$ cat src/qdr_map.svh
// offsets, codes and counts for the quad-output / dual-io read front end
`ifndef QDR_MAP_SVH
`define QDR_MAP_SVH
`define QDR_CMD_QUAD        8'h6b
`define QDR_CMD_QUAD_WIDE   8'h6c
`define QDR_CMD_DUAL        8'hbb
`define QDR_CMD_DUAL_WIDE   8'hbc
`define QDR_CMD_MODE_RESET  8'hff
`define QDR_RESET_RISES     4'h8
`define QDR_MODE_CONT       4'ha
`define QDR_CMD_LAST        6'h07
`define QDR_QUAD_LAST_WIDE  6'h1f
`define QDR_QUAD_LAST_NARR  6'h17
`define QDR_DUAL_LAST_WIDE  6'h0f
`define QDR_DUAL_LAST_NARR  6'h0b
`define QDR_MODE_LAST       6'h03
`define QDR_ADDR3_MASK      32'h00ffffff
`define QDR_OE_QUAD         4'hf
`define QDR_OE_DUAL         4'h3
`endif

$ cat src/qdr_pkg.sv
// types for the quad-output / dual-io read front end
package qdr_pkg;

   typedef enum logic [6:0] {
      S_IDLE   = 7'b0000001,
      S_CMD    = 7'b0000010,
      S_ADDR   = 7'b0000100,
      S_MODE   = 7'b0001000,
      S_DUMMY  = 7'b0010000,
      S_DATA   = 7'b0100000,
      S_IGNORE = 7'b1000000
   } qdr_state_e;

   typedef struct packed {
      qdr_state_e  st;
      logic        sck_m;
      logic        sck_s;
      logic        sck_d;
      logic        cs_m;
      logic        cs_s;
      logic        cs_d;
      logic [3:0]  io_m;
      logic [3:0]  io_s;
      logic [7:0]  cmd;
      logic        quad;
      logic        wide;
      logic [31:0] addr;
      logic [5:0]  cnt;
      logic [1:0]  mode_hi;
      logic        mode_keep;
      logic        mode_seen;
      logic        cont;
      logic [1:0]  pos;
      logic [7:0]  sh;
      logic [7:0]  rst_sh;
      logic [3:0]  rises;
      logic [3:0]  out;
      logic [3:0]  oe;
   } qdr_regs_s;

endpackage

$ cat src/qdr_read.sv
// serial flash read front end: quad-output read and dual-io read with continuous mode
`timescale 1ns/100ps
`include "qdr_map.svh"

module qdr_read
   import qdr_pkg::*;
#(
   parameter int ARRAY_AW = 24
) (
   input  wire logic                CLK,
   input  wire logic                RST_N,
   input  wire logic                CS_N,
   input  wire logic                SCK,
   input  wire logic [3:0]          IO_IN,
   output      logic [3:0]          IO_OUT,
   output      logic [3:0]          IO_OE,
   input  wire logic                ADDR_LEN_BIT,
   input  wire logic [3:0]          LATENCY_CODE,
   output      logic [ARRAY_AW-1:0] ARRAY_ADDR,
   input  wire logic [7:0]          ARRAY_DATA,
   output      logic                CONT_MODE
);

   localparam logic [31:0] AMASK = 32'((64'h1 << ARRAY_AW) - 64'h1);

   localparam qdr_regs_s REGS_RST = '{
      st:      S_IDLE,
      cs_m:    1'b1,
      cs_s:    1'b1,
      cs_d:    1'b1,
      default: '0
   };

   qdr_regs_s r;
   qdr_regs_s n;

   logic        rise;
   logic        fall;
   logic        cs_rise;
   logic        emit;
   logic [7:0]  cmd_new;
   logic [31:0] addr_new;
   logic [5:0]  addr_last;
   logic [7:0]  cur;
   logic [5:0]  latency;

   // edges come from the second and third stages, never the first
   assign rise    = r.sck_s & ~r.sck_d;
   assign fall    = ~r.sck_s & r.sck_d;
   assign cs_rise = r.cs_s & ~r.cs_d;
   assign latency = {2'b00, LATENCY_CODE};

   always_comb begin
      n        = r;
      emit     = 1'b0;
      cmd_new  = {r.cmd[6:0], r.io_s[0]};
      cur      = (r.pos == 2'b00) ? ARRAY_DATA : r.sh;
      addr_new = r.quad ? {r.addr[30:0], r.io_s[0]}
                        : {r.addr[29:0], r.io_s[1], r.io_s[0]};
      if (r.quad) begin
         addr_last = r.wide ? `QDR_QUAD_LAST_WIDE : `QDR_QUAD_LAST_NARR;
      end else begin
         addr_last = r.wide ? `QDR_DUAL_LAST_WIDE : `QDR_DUAL_LAST_NARR;
      end

      n.sck_m = SCK;
      n.sck_s = r.sck_m;
      n.sck_d = r.sck_s;
      n.cs_m  = CS_N;
      n.cs_s  = r.cs_m;
      n.cs_d  = r.cs_s;
      n.io_m  = IO_IN;
      n.io_s  = r.io_m;

      if (r.cs_s) begin
         // deselected: any read in progress ends here
         n.st    = S_IDLE;
         n.oe    = 4'h0;
         n.out   = 4'h0;
         n.rises = 4'h0;
         n.pos   = 2'b00;
         if (cs_rise) begin
            // continuation is only committed at the frame end
            if (r.mode_seen) begin
               n.cont = r.mode_keep;
            end
            if (r.rises == `QDR_RESET_RISES && r.rst_sh == `QDR_CMD_MODE_RESET) begin
               n.cont = 1'b0;
            end
            n.mode_seen = 1'b0;
         end
      end else begin
         // io0 history for spotting the mode reset in any state
         if (rise) begin
            // own history, the instruction register only shifts in the command phase and is cleared in idle
            n.rst_sh = {r.rst_sh[6:0], r.io_s[0]};
            if (r.rises != 4'hf) begin
               n.rises = r.rises + 4'h1;
            end
         end

         unique case (r.st)
            S_IDLE: begin
               n.cnt  = 6'h00;
               n.addr = 32'h0;
               n.cmd  = 8'h00;
               if (r.cont) begin
                  // continuous: address comes first, same width as before
                  n.quad = 1'b0;
                  n.st   = S_ADDR;
               end else begin
                  n.st = S_CMD;
               end
            end

            S_CMD: begin
               if (rise) begin
                  n.cmd = cmd_new;
                  n.cnt = r.cnt + 6'h01;
                  if (r.cnt == `QDR_CMD_LAST) begin
                     n.cnt = 6'h00;
                     n.st  = S_ADDR;
                     unique case (cmd_new)
                        `QDR_CMD_QUAD: begin
                           n.quad = 1'b1;
                           n.wide = ADDR_LEN_BIT;
                        end
                        `QDR_CMD_QUAD_WIDE: begin
                           n.quad = 1'b1;
                           n.wide = 1'b1;
                        end
                        `QDR_CMD_DUAL: begin
                           n.quad = 1'b0;
                           n.wide = ADDR_LEN_BIT;
                        end
                        `QDR_CMD_DUAL_WIDE: begin
                           n.quad = 1'b0;
                           n.wide = 1'b1;
                        end
                        default: begin
                           // other commands, mode reset among them, are not served here
                           n.st = S_IGNORE;
                        end
                     endcase
                  end
               end
            end

            S_ADDR: begin
               if (rise) begin
                  n.addr = addr_new;
                  n.cnt  = r.cnt + 6'h01;
                  if (r.cnt == addr_last) begin
                     if (!r.wide) begin
                        n.addr = addr_new & `QDR_ADDR3_MASK;
                     end
                     n.addr = n.addr & AMASK;
                     if (r.quad) begin
                        n.cnt = latency;
                        n.st  = S_DUMMY;
                     end else begin
                        n.cnt = 6'h00;
                        n.st  = S_MODE;
                     end
                  end
               end
            end

            S_MODE: begin
               if (rise) begin
                  n.cnt = r.cnt + 6'h01;
                  if (r.cnt == 6'h00) begin
                     n.mode_hi = {r.io_s[1], r.io_s[0]};
                  end
                  // lower nibble cycles only feed the io0 history, never the mode decode; the host may float them
                  if (r.cnt == 6'h01) begin
                     n.mode_keep = ({r.mode_hi, r.io_s[1], r.io_s[0]} == `QDR_MODE_CONT);
                     n.mode_seen = 1'b1;
                  end
                  if (r.cnt == `QDR_MODE_LAST) begin
                     n.cnt = latency;
                     n.st  = S_DUMMY;
                  end
               end
            end

            S_DUMMY: begin
               // only the io0 history samples the lines here, so a floating host is harmless
               if (fall) begin
                  if (r.cnt == 6'h00) begin
                     emit = 1'b1;
                     n.st = S_DATA;
                  end else begin
                     n.cnt = r.cnt - 6'h01;
                  end
               end
            end

            S_DATA: begin
               if (fall) begin
                  emit = 1'b1;
               end
            end

            S_IGNORE: begin
               n.oe = 4'h0;
            end
         endcase

         if (emit) begin
            // first fall of data doubles as the host's turn-around deadline
            if (r.quad) begin
               n.out = cur[7:4];
               n.oe  = `QDR_OE_QUAD;
               n.sh  = {cur[3:0], 4'h0};
            end else begin
               n.out = {2'b00, cur[7], cur[6]};
               n.oe  = `QDR_OE_DUAL;
               n.sh  = {cur[5:0], 2'b00};
            end
            n.pos = r.pos + 2'b01;
            if ((r.quad && r.pos == 2'b01) || r.pos == 2'b11) begin
               n.pos  = 2'b00;
               // next byte address, wrapping past the top of the array
               n.addr = (r.addr + 32'h1) & AMASK;
            end
         end
      end
   end

   always_ff @(posedge CLK or negedge RST_N) begin
      if (!RST_N) begin
         r <= REGS_RST;
      end else begin
         r <= n;
      end
   end

   assign IO_OUT     = r.out;
   assign IO_OE      = r.oe;
   assign ARRAY_ADDR = r.addr[ARRAY_AW-1:0];
   assign CONT_MODE  = r.cont;

endmodule

$ cat config.mk
export PLATFORM = sky130hd
export DESIGN_NAME = qdr_read
export DESIGN_NICKNAME = d
export VERILOG_FILES = /design/src/qdr_pkg.sv /design/src/qdr_read.sv
export VERILOG_INCLUDE_DIRS = /design/src
export SDC_FILE = /design/constraint.sdc
export NUM_CORES = 1
export LEC_CHECK = 0
export CAP_MARGIN = 20
export CORE_AREA = 2 2 96 98
export DETAILED_ROUTE_END_ITERATION = 8
export DIE_AREA = 0 0 98 100
export DONT_BUFFER_PORTS = 1
export GPL_TIMING_DRIVEN = 0
export PLACE_DENSITY = 0.89
export SLEW_MARGIN = 20
export SYNTH_ARGS = -nofsm -noshare
export SYNTH_HDL_FRONTEND = slang
export SYNTH_SLANG_ARGS = --single-unit
$ cat constraint.sdc
create_clock -name CLK -period 4.65 [get_ports CLK]
set_input_delay 0.2325 -clock CLK [delete_from_list [all_inputs] [get_ports CLK]]
set_output_delay 0.2325 -clock CLK [all_outputs]
set_load 0.05 [all_outputs]
==> PnR_summary.wiki <==
{| class="wikitable"
! Metric !! Value
|-
| Final setup violation count || 0
|-
| Gate Count Post-Synth || 619
|-
| Type of the most critical hold path || input port to flip-flop
|-
| Number of antenna violations at the first check in global routing || 0
|-
| Total via count in the routed design || 4916
|-
| Avg Cell Area, Syn || 9.04 µm²
|-
| Fillers || 671
|-
| Buffer type at the clock tree root || clkbuf_8
|-
| HPWL Detailed || 9990 µm
|-
| Number of global-route vias before repair || 4758
|-
| Area share of the largest cell type after synthesis || 37.1%
|-
| Area occupied by registers || 2180 µm²
|-
| Core area || 8890 µm²
|-
| Max-slew headroom at the worst pin || 37.9%
|-
| Clock transition at path regs || 0.10 ns
|-
| Chip Height || 100 µm
|-
| Post-detailed-route count of antenna-violating nets || 0
|-
| Total area of multi-input combinational cells || 2940 µm²
|-
| Total global-route track usage || 29.0%
|-
| Post-synth net total || 650
|-
| Number of pins exceeding their max-slew limit in the final report || 0
|-
| Final routed DRC violation total || 0
|-
| Post-DR vias/cell || 6.54
|-
| Worst slew pin tran || 0.917 ns
|-
| Grt total ovfl || 0
|-
| # rows || 35
|-
| Highest Clock Rate || 368 MHz
|-
| Drt pass-1 iters || 5
|-
| PostCTS Resize Cnt || 0
|-
| Number of endpoints with negative hold slack in the final report || 0
|-
| Count of port buffers added during placement || 0
|-
| Clock Latency Late Sink || 0.37 ns
|-
| Worst VDD drop || 0.214 mV
|-
| Cell taking the most area after synthesis || dfrtp_1
|-
| Average detailed-routed wire length per instance || 18.7 µm
|-
| Die area || 9800 µm²
|-
| Required arrival time at the worst endpoint || 4.94 ns
|-
| Global-route wire length before repair || 23000 µm
|-
| RSZ-0062 raised after global routing || no
|-
| Wire length reported by the detailed router || 14000 µm
|-
| Synthesis-stage register bit count || 87
|-
| Area delta synth->final || 7.40%
|-
| Yosys warning count || 0
|-
| GPL Wtd Cong || 0.956
|-
| Final setup skew || 0.00888 ns
|-
| Cell types with the largest area share after synthesis || dfrtp_1 (37%), mux2i_1 (4.8%), buf_4 (4.4%), mux2_2 (4.0%), nand2_1 (3.8%)
|-
| Share of synthesized flip-flops with an asynchronous set or reset || 100%
|-
| Category of the critical setup timing path || flip-flop to flip-flop
|-
| Share of the yosys chip area belonging to registers || 39.0%
|-
| CTS tree || yes
|-
| Drt first-iter violations || 436
|-
| Final sum of negative setup slack || 0 ns
|-
| Total clock sinks || 87
|-
| Setup crit start kind || flip-flop
|-
| Maximum root-to-sink buffer count || 2
|-
| Pin count of the biggest net entering global routing || 88
|-
| Fraction of final layout cells sized beyond drive strength 1 || 14.8%
|-
| Outcome || finished clean
|-
| Most used flip-flop cell after synthesis || dfrtp_1
|-
| N_diodes || 0
|-
| Total of max-cap violations || 0
|-
| Effective utilization at floorplan || 62.9%
|-
| Data arrival, critical path || 3.01 ns
|-
| Peak fanout along the critical path || 10
|-
| Time the final worst path needs with I/O delays and setup || 2.72 ns
|-
| Power per cell area || 320 nW/µm²
|-
| Number of distinct library cell variants in the gate-level netlist after synthesis || 72
|-
| Static leakage || 2.42 nW
|-
| Number of post-CTS setup repair buffers || 0
|-
| Boundary pin count || 54
|-
| EDFF count, synth || 0
|-
| Cts-stage hold buffer count || 6
|-
| Post-synthesis instance area || 5600 µm²
|-
| Element type at the critical path end || flip-flop
|-
| Least setup slack across all paths after layout || 1.93 ns
|-
| Period Utilization, post-route || 58.4%
|-
| Setup WS pre-CTS || 2.09 ns
|-
| Number of H-tree branching levels || 3
|-
| Net count of the finished layout || 667
|-
| Number of buffers created by CTS || 9
|-
| Horiz. Die Dim || 98 µm
|}
sequential cells by signal, indices dropped and copies added, names as in the netlist:
| name | cells |
|---|---|
| IO_OUT | 4 |
| r | 42 |
| IO_OE | 2 |
| cmd_new | 8 |
| CONT_MODE | 1 |
| ARRAY_ADDR | 24 |
| n | 6 |
cells by family after synthesis:
| kind of cell | count (synthesis) | share of synthesized area, % |
|---|---|---|
| compound gates | 151 | 17.8 |
| xor+xnor | 9 | 1.54 |
| fa+ha+maj | 10 | 2.24 |
| buf+inv | 85 | 8.50 |
| flops | 87 | 39.0 |
| mux | 47 | 8.86 |
| simple gates | 230 | 22.0 |
layer usage:
layer  vias to the layer above  GRT usage, %  share of wire, %
met4                         0          15.0               3.7
li1                       2260             -                 -
met3                        59          5.43               8.4
met2                       267          47.7                48
met5                         -             0                 0
met1                      2330          36.8                40
layout make-up:
class                      count  area share (%)
clock buffer                   9            2.06
timing repair buffer           6            1.29
sequential                    87            36.3
tap                          111            2.31
inverter                      20            1.25
clock inverter                 7            1.23
buffer                        65            6.66
multi-input combinational    447            48.9
worst max-delay path: stages, from the launching register on:
cell     delay [ns]
dfrtp_1        0.39
buf_6          0.14
nor4_4         0.40
a31oi_1        0.27
nor3_1         0.69
buf_2          0.37
nand2_1        0.07
and3_1         0.18
o22ai_1        0.12
placed cells by master (no fill, tap or decap), types with 12 or more instances in the layout:
cell type,instances
a21oi_1,29
inv_1,20
nor2_1,43
dfrtp_1,83
nor3_1,17
mux2_2,20
clkbuf_1,16
mux2i_1,27
and3_1,13
nand3_1,21
nand2_1,57
o21ai_0,40
nand2b_1,12
buf_4,33
nand4_1,14
stage by stage:
stage / hold slack [ns] / power, mW / instance area (µm²) / std cells / util [%]
after floorplan: -0.0631 / 1.26 / 5600 / 619 / -
after global placement: -0.0599 / 1.36 / 5730 / 730 / 64.5
after detailed placement: -0.0597 / 1.37 / 5730 / 730 / 64.5
after CTS: 0.00182 / 1.92 / 6010 / 752 / 67.6
after global routing: 0.00680 / 2.02 / 6010 / 752 / 67.6
final: 0.00661 / 1.92 / 6010 / 752 / 67.6
report_power, final:
part	internal (mW)	leakage [nW]	switching (mW)
sequential	0.813	1.14	0.0464
clock	0.212	0.101	0.316
combinational	0.207	1.17	0.330
total	1.23	2.42	0.693
worst paths after layout:
kind	from	slack [ns]	end	cells past startpoint
min in group asynchronous	RST_N	0.39	ARRAY_ADDR[7]	2
max reg2reg	r[39]	1.93	ARRAY_ADDR[17]	8
min	LATENCY_CODE[1]	0.007	r[36]	1
max	r[39]	1.93	ARRAY_ADDR[17]	8
min reg2reg	n[84]	0.35	r[84]	0
max in group asynchronous	RST_N	3.86	r[97]	2
Yosys cell counts (12+ instances only):
cell       n
a21oi_1   29
and3_1    13
buf_4     33
clkbuf_1  16
dfrtp_1   83
inv_1     20
mux2_2    20
mux2i_1   27
nand2_1   57
nand2b_1  12
nand3_1   21
nand4_1   14
nor2_1    43
nor3_1    17
o21ai_0   40
Power figures use the tool's default switching activity.
